### src/common/aio_pkg.sv
// constants, types and shared decoding for the analog i/o scan and code map block
package aio_pkg;
    // clock and timing
    localparam int CLK_PERIOD_NS   = 10;                       // mclk period, 100 MHz
    localparam int IN_CONV_TIME_NS = 500000;                   // 0.5 ms per input channel
    localparam int IN_CONV_CYC     = (IN_CONV_TIME_NS + CLK_PERIOD_NS - 1) / CLK_PERIOD_NS;
    localparam int IN_BASIC_CYC    = 40000;                    // basic part of a slot
    localparam int OUT_CONV_CYC    = 1000;                     // output conversion time

    // word layout
    localparam int WORD_BITS = 16;                             // analog value word
    localparam int SIGN_BIT  = 15;                             // sign position
    localparam int ADC_BITS  = 12;                             // converter resolution
    localparam int PAD_BITS  = WORD_BITS - ADC_BITS;           // zero fill at the bottom

    // output code thresholds (two's complement)
    localparam logic signed [15:0] CODE_OVERFLOW   = 16'sh7F00; // 32512 and up
    localparam logic signed [15:0] CODE_NOM_POS    = 16'sh6C00; // 27648 full scale
    localparam logic signed [15:0] CODE_UPPER_MAX  = 16'sh7EFF; // 32511
    localparam logic signed [15:0] CODE_LOWER_MIN  = 16'sh8100; // -32512
    localparam logic signed [15:0] CODE_LIVE0_MIN  = 16'shE500; // -6912
    localparam logic        [15:0] DAC_ZERO_WORD   = 16'h0000;  // driven on out of range

    // output ranges
    typedef enum logic [1:0] {
        RNG_VOLT_BIP  = 2'h0,                                  // +-10 V
        RNG_CUR_BIP   = 2'h1,                                  // +-20 mA
        RNG_CUR_LIVE0 = 2'h2                                   // 4 to 20 mA
    } aio_range_t;

    // input scan states
    typedef enum logic [3:0] {
        IN_WAIT  = 4'h1,
        IN_BASIC = 4'h2,
        IN_CAL   = 4'h4,
        IN_PUSH  = 4'h8
    } aio_in_state_t;

    // output refresh states
    typedef enum logic [1:0] {
        OUT_FETCH = 2'h1,
        OUT_CONV  = 2'h2
    } aio_out_state_t;

    // true when a code is converted, false when the output is forced to zero
    function automatic logic aio_code_live(input logic signed [15:0] code,
                                           input aio_range_t rng);
        logic live;
        live = (code < CODE_OVERFLOW);
        if (rng == RNG_CUR_LIVE0)
            live = live && (code >= CODE_LIVE0_MIN);
        else
            live = live && (code >= CODE_LOWER_MIN);
        return live;
    endfunction
endpackage

### src/verilog/aio_fifo.sv
// small flip-flop fifo with valid/ready on both sides
module aio_fifo import aio_pkg::*; #(
    parameter int WIDTH = 18,
    parameter int DEPTH = 16
) (
    // clock and reset
    input  wire logic             mclk,
    input  wire logic             arst_n,
    // fill side
    input  wire logic             in_valid,
    output logic                  in_ready,
    input  wire logic [WIDTH-1:0] in_data,
    // drain side
    output logic                  out_valid,
    input  wire logic             out_ready,
    output logic [WIDTH-1:0]      out_data
);
    localparam int AW = $clog2(DEPTH);

    logic [WIDTH-1:0] mem_reg [DEPTH];   // storage, indexed by pointer
    logic [AW:0]      wr_ptr_reg;        // extra bit tells full from empty
    logic [AW:0]      rd_ptr_reg;
    logic             push;
    logic             pop;

    assign in_ready  = (wr_ptr_reg ^ rd_ptr_reg) != {1'b1, {AW{1'b0}}};
    assign out_valid = wr_ptr_reg != rd_ptr_reg;
    assign push      = in_valid && in_ready;
    assign pop       = out_valid && out_ready;
    assign out_data  = mem_reg[rd_ptr_reg[AW-1:0]];

    // storage write, no reset needed on data
    always_ff @(posedge mclk) begin
        if (push)
            mem_reg[wr_ptr_reg[AW-1:0]] <= in_data;
    end

    // pointers
    always_ff @(posedge mclk or negedge arst_n) begin
        if (!arst_n) begin
            wr_ptr_reg <= '0;
            rd_ptr_reg <= '0;
        end else begin
            if (push)
                wr_ptr_reg <= wr_ptr_reg + 1'b1;
            if (pop)
                rd_ptr_reg <= rd_ptr_reg + 1'b1;
        end
    end
endmodule

### src/verilog/aio_scan_map.sv
// analog i/o control: input channel scan and output code range mapping
// Function
// - overflow code 32512 and up gives zero output
// - 27648 is full scale; upper overrange still converted
// - bipolar underflow at -32513 and below gives zero
// - 4-20 mA: codes below -6912 give zero
// - input channels converted strictly one after another
// - scan cycle is 0.5 ms per active channel
// - each slot: basic phase then calibration phase
// - interrupt cycle mode waits for time interrupt
// - output fetches code from memory, then converts
// - output refresh period equals output conversion time
// - values are 16-bit two's complement, sign bit 15
// - 12-bit result left-justified, low bits zero
module aio_scan_map import aio_pkg::*; #(
    parameter int NCH       = 4,                // number of input channels
    parameter int CONV_CYC  = IN_CONV_CYC,      // input slot length in cycles
    parameter int BASIC_CYC = IN_BASIC_CYC,     // basic phase length in cycles
    parameter int OCONV_CYC = OUT_CONV_CYC,     // output conversion length in cycles
    parameter int FIFO_DEPTH = 16               // words buffered toward the cpu
) (
    // clock and reset
    input  wire logic                   mclk,
    input  wire logic                   arst_n,
    // configuration
    input  wire logic [NCH-1:0]         chan_enable,
    input  wire logic                   irq_cycle_mode,
    input  wire logic                   time_irq,
    // input converter
    output logic                        adc_convert,
    output logic                        adc_calib,
    output logic [$clog2(NCH)-1:0]      adc_chan,
    input  wire logic [ADC_BITS-1:0]    adc_sample,
    // measured values toward the cpu
    output logic                        cpu_valid,
    input  wire logic                   cpu_ready,
    output logic [WORD_BITS-1:0]        cpu_accumulator,
    output logic [$clog2(NCH)-1:0]      cpu_chan,
    // output codes from the cpu
    input  wire logic                   out_wr,
    input  wire logic [WORD_BITS-1:0]   out_code,
    input  wire logic [1:0]             out_range,
    // output converter
    output logic [WORD_BITS-1:0]        dac_word,
    output logic                        dac_zero,
    output logic                        dac_load
);
    localparam int CW = $clog2(NCH);
    localparam int SW = $clog2(CONV_CYC + 1);
    localparam int OW = $clog2(OCONV_CYC + 1);
    localparam logic [SW-1:0] SLOT_BASIC_END = SW'(BASIC_CYC - 1);
    localparam logic [SW-1:0] SLOT_CAL_END   = SW'(CONV_CYC - 2);
    localparam logic [OW-1:0] OUT_CONV_END   = OW'(OCONV_CYC - 2);

    // next active channel above cur, wrapping to the lowest active one
    function automatic logic [CW-1:0] next_chan(input logic [CW-1:0] cur,
                                                input logic [NCH-1:0] en);
        logic [CW-1:0] found;
        logic          hit;
        found = cur;
        hit   = 1'b0;
        for (int i = 1; i <= NCH; i++) begin
            if (!hit && en[(int'(cur) + i) % NCH]) begin
                found = CW'((int'(cur) + i) % NCH);
                hit   = 1'b1;
            end
        end
        return found;
    endfunction

    // ---------------- input scan ----------------
    aio_in_state_t     in_state_reg;     // one-hot scan state
    logic [SW-1:0]     slot_cnt_reg;     // cycles into the current slot
    logic [CW-1:0]     chan_reg;         // channel being converted
    logic [ADC_BITS-1:0] sample_reg;     // result caught at end of basic phase
    logic              irq_meta_reg;     // time interrupt synchroniser, first stage
    logic              irq_sync_reg;     // second stage
    logic              irq_prev_reg;     // for edge detect
    logic              irq_pend_reg;     // a time interrupt has arrived
    logic              any_en;           // at least one channel active
    logic              irq_edge;         // rising edge of time interrupt
    logic              push_ok;          // fifo takes the slot's result
    logic [CW-1:0]     nxt_chan;         // following channel in scan order
    logic              wrap;             // this slot closes a scan cycle
    logic              cycle_start;      // a new scan cycle begins now
    logic              may_start;        // mode allows a cycle to begin
    logic              fifo_ready;
    logic [WORD_BITS-1:0] push_word;     // value handed to the cpu

    assign any_en    = |chan_enable;
    assign irq_edge  = irq_sync_reg && !irq_prev_reg;
    assign nxt_chan  = next_chan(chan_reg, chan_enable);
    assign wrap      = (nxt_chan <= chan_reg);
    assign may_start = !irq_cycle_mode || irq_pend_reg;
    assign push_ok   = (in_state_reg == IN_PUSH) && fifo_ready;
    assign cycle_start = any_en && may_start &&
                         ((in_state_reg == IN_WAIT) || (push_ok && wrap));
    // left-justified 12-bit result, zero fill below
    assign push_word = {sample_reg, {PAD_BITS{1'b0}}};

    // time interrupt comes from outside the clock domain
    always_ff @(posedge mclk or negedge arst_n) begin
        if (!arst_n) begin
            irq_meta_reg <= 1'b0;
            irq_sync_reg <= 1'b0;
            irq_prev_reg <= 1'b0;
        end else begin
            irq_meta_reg <= time_irq;
            irq_sync_reg <= irq_meta_reg;
            irq_prev_reg <= irq_sync_reg;
        end
    end

    // pending interrupt: a new edge wins over the consume in the same cycle
    always_ff @(posedge mclk or negedge arst_n) begin
        if (!arst_n)
            irq_pend_reg <= 1'b0;
        else
            irq_pend_reg <= (irq_pend_reg && !cycle_start) || irq_edge;
    end

    // scan state machine: one slot at a time, basic then calibration
    always_ff @(posedge mclk or negedge arst_n) begin
        if (!arst_n) begin
            in_state_reg <= IN_WAIT;
            slot_cnt_reg <= '0;
            chan_reg     <= CW'(NCH - 1);
        end else begin
            unique case (in_state_reg)
                IN_WAIT: begin
                    slot_cnt_reg <= '0;
                    if (cycle_start) begin
                        // start at the lowest active channel
                        chan_reg     <= next_chan(CW'(NCH - 1), chan_enable);
                        in_state_reg <= IN_BASIC;
                    end
                end
                IN_BASIC: begin
                    slot_cnt_reg <= slot_cnt_reg + 1'b1;
                    if (slot_cnt_reg == SLOT_BASIC_END)
                        in_state_reg <= IN_CAL;
                end
                IN_CAL: begin
                    slot_cnt_reg <= slot_cnt_reg + 1'b1;
                    if (slot_cnt_reg == SLOT_CAL_END)
                        in_state_reg <= IN_PUSH;
                end
                IN_PUSH: begin
                    // a full fifo stalls the scan, which stretches the cycle
                    if (push_ok) begin
                        slot_cnt_reg <= '0;
                        if (!any_en || (wrap && !cycle_start)) begin
                            in_state_reg <= IN_WAIT;
                        end else begin
                            // skip inactive channels, ascending order
                            chan_reg     <= nxt_chan;
                            in_state_reg <= IN_BASIC;
                        end
                    end
                end
            endcase
        end
    end

    // the converter result is taken as the basic phase ends
    always_ff @(posedge mclk or negedge arst_n) begin
        if (!arst_n)
            sample_reg <= '0;
        else if (in_state_reg == IN_BASIC && slot_cnt_reg == SLOT_BASIC_END)
            sample_reg <= adc_sample;
    end

    // state bits drive the converter directly, so only one phase is ever up
    assign adc_convert = in_state_reg[1];
    assign adc_calib   = in_state_reg[2];
    assign adc_chan    = chan_reg;

    // buffer toward the cpu; results leave one at a time in scan order
    aio_fifo #(
        .WIDTH (CW + WORD_BITS),
        .DEPTH (FIFO_DEPTH)
    ) u_fifo (
        .mclk      (mclk),
        .arst_n    (arst_n),
        .in_valid  (in_state_reg == IN_PUSH),
        .in_ready  (fifo_ready),
        .in_data   ({chan_reg, push_word}),
        .out_valid (cpu_valid),
        .out_ready (cpu_ready),
        .out_data  ({cpu_chan, cpu_accumulator})
    );

    // ---------------- output refresh ----------------
    aio_out_state_t       out_state_reg;   // fetch or convert
    logic [OW-1:0]        out_cnt_reg;     // cycles into conversion
    logic [WORD_BITS-1:0] mem_code_reg;    // code written by the cpu
    aio_range_t           mem_rng_reg;     // range written by the cpu
    logic signed [15:0]   conv_code_reg;   // code being converted, sign in bit 15
    aio_range_t           conv_rng_reg;
    logic [WORD_BITS-1:0] dac_word_reg;
    logic                 dac_zero_reg;
    logic                 dac_load_reg;
    logic                 conv_live;

    assign conv_live = aio_code_live(conv_code_reg, conv_rng_reg);

    // internal memory for the output code
    always_ff @(posedge mclk or negedge arst_n) begin
        if (!arst_n) begin
            mem_code_reg <= '0;
            mem_rng_reg  <= RNG_VOLT_BIP;
        end else if (out_wr) begin
            mem_code_reg <= out_code;
            mem_rng_reg  <= aio_range_t'(out_range);
        end
    end

    // refresh: one fetch cycle then conversion, back to back forever
    always_ff @(posedge mclk or negedge arst_n) begin
        if (!arst_n) begin
            out_state_reg <= OUT_FETCH;
            out_cnt_reg   <= '0;
            conv_code_reg <= '0;
            conv_rng_reg  <= RNG_VOLT_BIP;
        end else begin
            unique case (out_state_reg)
                OUT_FETCH: begin
                    conv_code_reg <= signed'(mem_code_reg);
                    conv_rng_reg  <= mem_rng_reg;
                    out_cnt_reg   <= '0;
                    out_state_reg <= OUT_CONV;
                end
                OUT_CONV: begin
                    out_cnt_reg <= out_cnt_reg + 1'b1;
                    if (out_cnt_reg == OUT_CONV_END)
                        out_state_reg <= OUT_FETCH;
                end
            endcase
        end
    end

    // converter word: live codes pass as is, out-of-range forces zero
    always_ff @(posedge mclk or negedge arst_n) begin
        if (!arst_n) begin
            dac_word_reg <= DAC_ZERO_WORD;
            dac_zero_reg <= 1'b1;
            dac_load_reg <= 1'b0;
        end else begin
            dac_load_reg <= (out_state_reg == OUT_CONV) && (out_cnt_reg == OUT_CONV_END);
            if (out_state_reg == OUT_CONV && out_cnt_reg == OUT_CONV_END) begin
                // the analog stage scales proportionally, overrange included
                dac_word_reg <= conv_live ? conv_code_reg : DAC_ZERO_WORD;
                dac_zero_reg <= !conv_live;
            end
        end
    end

    assign dac_word = dac_word_reg;
    assign dac_zero = dac_zero_reg;
    assign dac_load = dac_load_reg;

    // ---------------- checks ----------------
    localparam int OUT_PERIOD = OCONV_CYC;
    logic [OW:0] per_cnt_reg;      // cycles since the previous load
    logic        per_seen_reg;     // one load seen already

    always_ff @(posedge mclk or negedge arst_n) begin
        if (!arst_n) begin
            per_cnt_reg  <= '0;
            per_seen_reg <= 1'b0;
        end else begin
            per_cnt_reg  <= dac_load ? '0 : per_cnt_reg + 1'b1;
            per_seen_reg <= per_seen_reg || dac_load;
        end
    end
endmodule

### config.mk
export PLATFORM = sky130hd
export DESIGN_NAME = aio_scan_map
export DESIGN_NICKNAME = d
export VERILOG_FILES = /design/src/common/aio_pkg.sv /design/src/verilog/aio_fifo.sv /design/src/verilog/aio_scan_map.sv
export SDC_FILE = /design/constraint.sdc
export NUM_CORES = 1
export LEC_CHECK = 0
export ABC_AREA = 1
export BUFFER_PORTS_ARGS = -buffer_cell sky130_fd_sc_hd__buf_4
export CAP_MARGIN = 10
export CORE_UTILIZATION = 40
export DETAILED_ROUTE_END_ITERATION = 8
export PLACE_DENSITY = 0.63
export SLEW_MARGIN = 20
export SYNTH_ARGS = -nofsm -noshare
export SYNTH_HDL_FRONTEND = slang
export SYNTH_SLANG_ARGS = --single-unit
### constraint.sdc
create_clock -name mclk -period 3.5 [get_ports mclk]
set_input_delay 0.875 -clock mclk [delete_from_list [all_inputs] [get_ports mclk]]
set_output_delay 0.875 -clock mclk [all_outputs]
set_load 0.02 [all_outputs]
Word-level counts from Yosys, hierarchy flattened
Memories as Yosys holds them, arrays and structs flattened.
Index checks and enable logic that the tools add are counted.
{"block": "op_classes", "shift": 0, "n_div": 0, "n_eq_ne": 18, "n_reduce_logical": 42, "muxes": 51, "n_addsub": 8, "bitwise_logic": 5, "n_mul": 0, "magnitude_cmp": 8}
{"operator": "$pmux 16 s3", "n": 1}
{"operator": "$eq 16x16->1 const B", "n": 2}
{"operator": "$mux 16", "n": 2}
{"operator": "$mux 2", "n": 13}
{"operator": "$mux 1", "n": 23}
{"operator": "$pmux 10 s2", "n": 1}
{"operator": "$logic_and 1x1->1", "n": 18}
{"operator": "$add 16x1->16 const B", "n": 1}
{"operator": "$ge 16x14->1 const B", "n": 1}
{"operator": "$ge 16x16->1 const B", "n": 1}
{"operator": "$lt 16x16->1 const B", "n": 1}
{"operator": "$lt 3x4->1 const B", "n": 4}
{"operator": "$mux 4", "n": 4}
{"operator": "$pmux 4 s4", "n": 1}
{"operator": "$logic_not 1->1", "n": 11}
{"operator": "$add 10x1->10 const B", "n": 1}
{"operator": "$add 5x1->5 const B", "n": 2}
{"operator": "$eq 10x10->1 const B", "n": 1}
{"operator": "$ne 2x2->1 const B", "n": 5}
{"operator": "$reduce_or 2->1", "n": 5}
{"operator": "$bmux 1 s2", "n": 4}
{"operator": "$pmux 2 s2", "n": 2}
{"operator": "$reduce_and 4->1", "n": 2}
{"operator": "$ne 5x5->1", "n": 1}
{"operator": "other kinds (16)", "n": 25}
{"block": "word_totals", "rom_bits": 0, "wordCells": 152, "latchBits": 0, "memories": 1, "out_inout_bits": 41, "ram_bits": 224, "ff_bits": 114, "inputBits": 40}
{"name": "u_fifo.mem_reg", "depth": 16, "word_bits": 14, "rd": 1, "rd_clocked_by_memory_dff": 0, "wr": 1, "line": "aio_fifo.sv:20", "text": "logic [WIDTH-1:0] mem_reg [DEPTH];"}

Depth between registers and ports, before layout
{"block": "logic_depth", "ltp_word": 37, "ltp_mapped": 24, "mapped_depth_nobuf": 23}

Modules after synthesis
A second synthesis with hierarchy kept.
{"block": "hier_totals", "cells_unflattened": 1688, "hier_area_um2": 17200.2}
{"module": "aio_fifo", "cells_each": 1100, "seq_area_each_um2": 8898.5, "area_each_um2": 12331.8, "instances": 1}
{"module": "aio_scan_map", "cells_each": 588, "seq_area_each_um2": 2608.8, "area_each_um2": 4868.4, "instances": 1}

Worst setup path before layout
Ideal clock, no wire load.
{"block": "synth_timing", "path_kind": "input -> register", "from": "input port chan_enable[1]", "to": "register chan_reg[1], in the netlist adc_chan[1]", "n_path_buf": 0, "setup_ps": 76, "slack_ps": 689, "arrival_time_ps": 2735, "t_required_ps": 3424, "path_stages": 22, "path_cell_list": "inv_1 -> o21ai_0 -> nand2_1 -> nand2_1 -> inv_1 -> nand3_2 -> nand3_1 -> nand2_1 -> inv_1 -> ha_1 -> inv_1 -> nor2_1 -> o21ai_0 -> nand3_1 -> nand2_1 -> nand2_1 -> nand2_1 -> nand2_1 -> nand2_1 -> nand2_1 -> nand2_1 -> nand2_1"}
{"block": "synth_between", "elab_chain_len": 22, "elab_cells_between_ends": 56, "classes_between": "order compare (1); eq/ne (2); mux (32); reduce/logical (21)"}
{"element": "from (decl)", "line": "aio_scan_map.sv:26", "text": "input wire logic [NCH-1:0] chan_enable,"}
{"element": "$bmux 1 s2", "line": "aio_scan_map.sv:63", "text": "if (!hit && en[(int'(cur) + i) % NCH]) begin"}
{"element": "$mux 1 (not written as such) (2 in series)", "line": "aio_scan_map.sv:63"}
{"element": "$mux 1", "line": "aio_scan_map.sv:63"}
{"element": "$logic_not 1->1", "line": "aio_scan_map.sv:63"}
{"element": "$logic_and 1x1->1", "line": "aio_scan_map.sv:63"}
{"element": "$mux 1", "line": "aio_scan_map.sv:63"}
{"element": "$logic_not 1->1", "line": "aio_scan_map.sv:63"}
{"element": "$logic_and 1x1->1", "line": "aio_scan_map.sv:63"}
{"element": "[5 not listed]"}
{"element": "$logic_and 1x1->1", "line": "aio_scan_map.sv:97", "text": "((in_state_reg == IN_WAIT) || (push_ok && wrap));"}
{"element": "$logic_or 1x1->1", "line": "aio_scan_map.sv:97"}
{"element": "$logic_and 1x1->1", "line": "aio_scan_map.sv:96", "text": "assign cycle_start = any_en && may_start &&"}
{"element": "$logic_not 1->1", "line": "aio_scan_map.sv:152", "text": "if (!any_en || (wrap && !cycle_start)) begin"}
{"element": "$logic_and 1x1->1", "line": "aio_scan_map.sv:152"}
{"element": "$logic_or 1x1->1", "line": "aio_scan_map.sv:152"}
{"element": "$ne 2x2->1 (no line)"}
{"element": "$reduce_and 4->1 (no line)"}
{"element": "to (signal assigned)", "line": "aio_scan_map.sv:127", "text": "chan_reg <= CW'(NCH - 1);"}
{"element": "to (signal assigned)", "line": "aio_scan_map.sv:134", "text": "chan_reg <= next_chan(CW'(NCH - 1), chan_enable);"}
{"element": "to (signal assigned)", "line": "aio_scan_map.sv:156", "text": "chan_reg <= nxt_chan;"}
{"element": "to (decl)", "line": "aio_scan_map.sv:74", "text": "logic [CW-1:0] chan_reg;"}
Several ways; a longest one is shown, not always the timed one. The select of a mux whose other input is x is not followed.
A chain may end at the register's enable or synchronous reset.

Worst setup path in the final report
{"block": "layout_timing", "from": "register u_fifo.rd_ptr_reg[1]", "to": "output port cpu_accumulator[4]"}
{"block": "layout_between", "elab_chain_len": 1}
{"element": "from (decl)", "line": "aio_fifo.sv:22", "text": "logic [AW:0] rd_ptr_reg;"}
{"element": "from (signal assigned)", "line": "aio_fifo.sv:47", "text": "rd_ptr_reg <= rd_ptr_reg + 1'b1;"}
{"element": "$mem_v2 16x14"}
{"element": "to (decl)", "line": "aio_scan_map.sv:37", "text": "output logic [WORD_BITS-1:0] cpu_accumulator,"}
Every way passes these cells.

==> qor.yml <==
layout:
  fin_nets: 1397
  syn2layout_area_growth_pct: 17.3
  drive_gt1_share_pct: 14.5
  instances_no_fill: 1830
  num_antenna_cells: 0
  finalInstanceArea_sq_um: 16400
  largest_register_ff_count: 224
  postLayoutCoreUtil_pct: 47.7
critical_path:
  crit_path_end_kind: "primary output"
  crit_arrival_ps: 2410
  required_ps: 2620
  worstSetupStartpointType: "flip-flop"
  r2r-end: "adc_chan[0]"
  crit_top_cell: "buf_4"
  critPathLaunch: "u_fifo.rd_ptr_reg[1]"
  critPathMaxStageDelay_ps: 550
  crit_buf_inv: 2
  worstSetupEndpoint: "cpu_accumulator[4]"
  r2r_start: "adc_chan[0]"
  r2r_slack_ps: 700
  r2r_cells: 21
  cp.depth: 6
  cp_cell_sequence: "buf_4, o21ai_0, o22ai_1, o211ai_1, nand3_1, buf_4"
  crit_path_top_delay_cell: "buf_4"
  cp_top_family: "buffers and inverters"
  path_class: "reg -> out"
  crit_fanout: 58
pwr:
  power_frac_seq_pct: 40.3
  clockPowerShare_pct: 36.9
  finalPower_mw: 10.7
  swShare_pct: 30.8
  cellInternalPower_mw: 7.42
  p_leak_nw: 5.97
  peakVddDrop_uv: 417
  p_per_area_nw_per_um2: 653
  pwr-share-comb_pct: 22.8
  switchingPower_mw: 3.30
timing:
  skew_ps: 22.5
  slew_viol_final: 0
  max_freq_mhz: 304
  fin_tns_setup_ps: 0
  finalWorstSetupSlack_ps: 211
  finalSetupViolations: 0
  report.final.hold_viol_count: 0
  fin_crit_ps: 3290
  hold_slack_ps: 310
  rsz0062_at_grt: "false"
  layout_worst_path_cycle_share_pct: 94.0
  slew_headroom_pct: 33.9
  worstMarginPinSlew_ps: 990
die:
  core-area_sq_um: 34500
  die_y_um: 189
  ioPinCount: 81
  die_x_um: 189
  start_util_pct: 40.6
  fp-row-count: 68
  die-area_sq_um: 35700
yosys:
  ys.flop_type: "edfxtp_1"
  syn_inst: 1260
  yosysTopAreaCellShare_pct: 48.1
  synth-edff-count: 224
  synth_area_leaders: "edfxtp_1, dfrtp_1, o21ai_0"
  yosys.cell_types.count: 42
  synth.avg_cell_area_sq_um: 11.1
  yosysMostFrequentCell: "edfxtp_1"
  yosysTopAreaCell: "edfxtp_1"
  yosysWarnings: 0
  synthArstFlopShare_pct: 33.7
  ys_ff_latch: 338
  synth_area_sq_um: 14000
  synth_common_cells: "edfxtp_1, nand2_1, o21ai_0"
  synth_seq_area_share_pct: 68.5
drt:
  drc: 0
  viasPerCell: 5.22
  vias: 9558
  drt_wl_total_mm: 31.8
  wire_per_inst_um: 17.4
  drt_iter0_drc: 706
  dr.pass1.iters: 6
  postRouteAntennaNets: 0
flow_run:
  drv_cap: 0
global_routing:
  grt_pass1_vias: 9179
  grt_pass1_wl_mm: 50.5
  grt_overflow: 0
  antenna_found_initial: 0
  grt.total_usage_pct: 18.0
  grt_max_degree: 115
clocking:
  cts_sinks: 338
  clkLatencyLatePin_ps: 530
  clk_path_buf_depth: 3
  clk_pin_slew_ps: 60
  cts_setup_buffers: 0
  htreeDepth: 2
  cts_made_buffers: 37
  cts_hold_buf: 0
  cts_tree: "done"
  cts_root_buf: "clkbuf_16"
placement:
  placed_cells_incl_taps: 1762
  place_area_sq_um: 15200
  pre_cts_slack_ps: 299
  io_buffers: 76
  place_congestion: 0.868
  dp_hpwl_mm: 19.2
min_path:
  hp-class: "in -> async"
outcome:
  outcome: "completed"
-- power groups by stage --
stage / Sequential (mW) / Clock, mW / Combinational [mW]
2_1_floorplan: 4.39 / 0 / 1.50
3_3_place_gp: 4.40 / 0 / 2.41
3_5_place_dp: 4.40 / 0 / 2.44
4_1_cts: 4.32 / 4.04 / 2.44
5_1_grt: 4.33 / 4.19 / 2.67
6_report: 4.32 / 3.96 / 2.44
-- cell type report --
type / count / area, sq um
Fill cell: 3116 / 18000
Sequential cell: 338 / 9590
Multi-Input combinational cell: 775 / 3820
Clock buffer: 48 / 1030
Timing Repair Buffer: 103 / 836
Tap cell: 455 / 569
Inverter: 91 / 344
Clock inverter: 20 / 230
-- timing repair --
| action | CTS | global route |
|---|---|---|
| resized for setup | 0 | 2 |
| endpoints found under the hold margin | 0 | 0 |
| setup endpoints to repair | 0 | 3 |
-- worst min path at each step --
stage	from	to	slack, ps	cells after the start
final	arst_n	conv_code_reg[13]	310	1
after global routing	arst_n	conv_code_reg[13]	340	1
after CTS	arst_n	u_fifo.wr_ptr_reg[2]	310	1
after detailed placement	irq_sync_reg	irq_prev_reg	360	0
after global placement	irq_sync_reg	irq_prev_reg	360	0
after floorplan	irq_meta_reg	irq_sync_reg	330	0
-- kinds of logic (layout without fill, tap and decap cells) --
family | count (synthesis) | after routing | synth area share (%)
other | 1 | 4 | 0.0268
xor gates and xnor gates | 19 | 19 | 1.19
DFF | 338 | 338 | 68.5
AOI/OAI and AO/OA | 261 | 261 | 10.5
adders and majority gates | 11 | 11 | 0.983
and+or+nand+nor | 480 | 480 | 14.6
buffers and inverters | 150 | 262 | 4.26
-- cell usage in the layout (no fill, tap or decap), types with 24 or more instances in the layout --
cell | Yosys | final
dfrtp_1 | 109 | 108
nand3_1 | 61 | 61
o221ai_1 | 24 | 24
nand2_1 | 216 | 216
nor2_1 | 159 | 159
inv_1 | 74 | 74
clkbuf_16 | 0 | 38
buf_4 | 6 | 98
o22ai_1 | 36 | 36
o21ai_0 | 174 | 174
edfxtp_1 | 224 | 224
-- worst reg2reg max path, stage by stage, from the launching register on --
cell and delay (ps):
dfstp_2 640, xor2_1 280, nand2_1 80, nand2_1 120, inv_1 90, nand3_2 80, nand3_1 100, nand2_1 80
inv_1 40, ha_1 280, inv_1 60, nor2_1 30, o21ai_0 210, nand3_1 100, nand2_1 60, nand2_1 60
nand2_1 50, nand2_1 60, nand2_1 120, nand2_1 80, nand2_1 60, nand2_1 50
-- routing by layer --
layer | global-route usage, % | up-vias | part of all wire (%)
met5 | 0 | - | 0
met4 | 4.78 | 0 | 2.1
met3 | 2.85 | 46 | 5.6
met2 | 28.6 | 269 | 46
met1 | 25.6 | 4672 | 47
li1 | - | 4571 | -
Power figures use the tool's default switching activity.
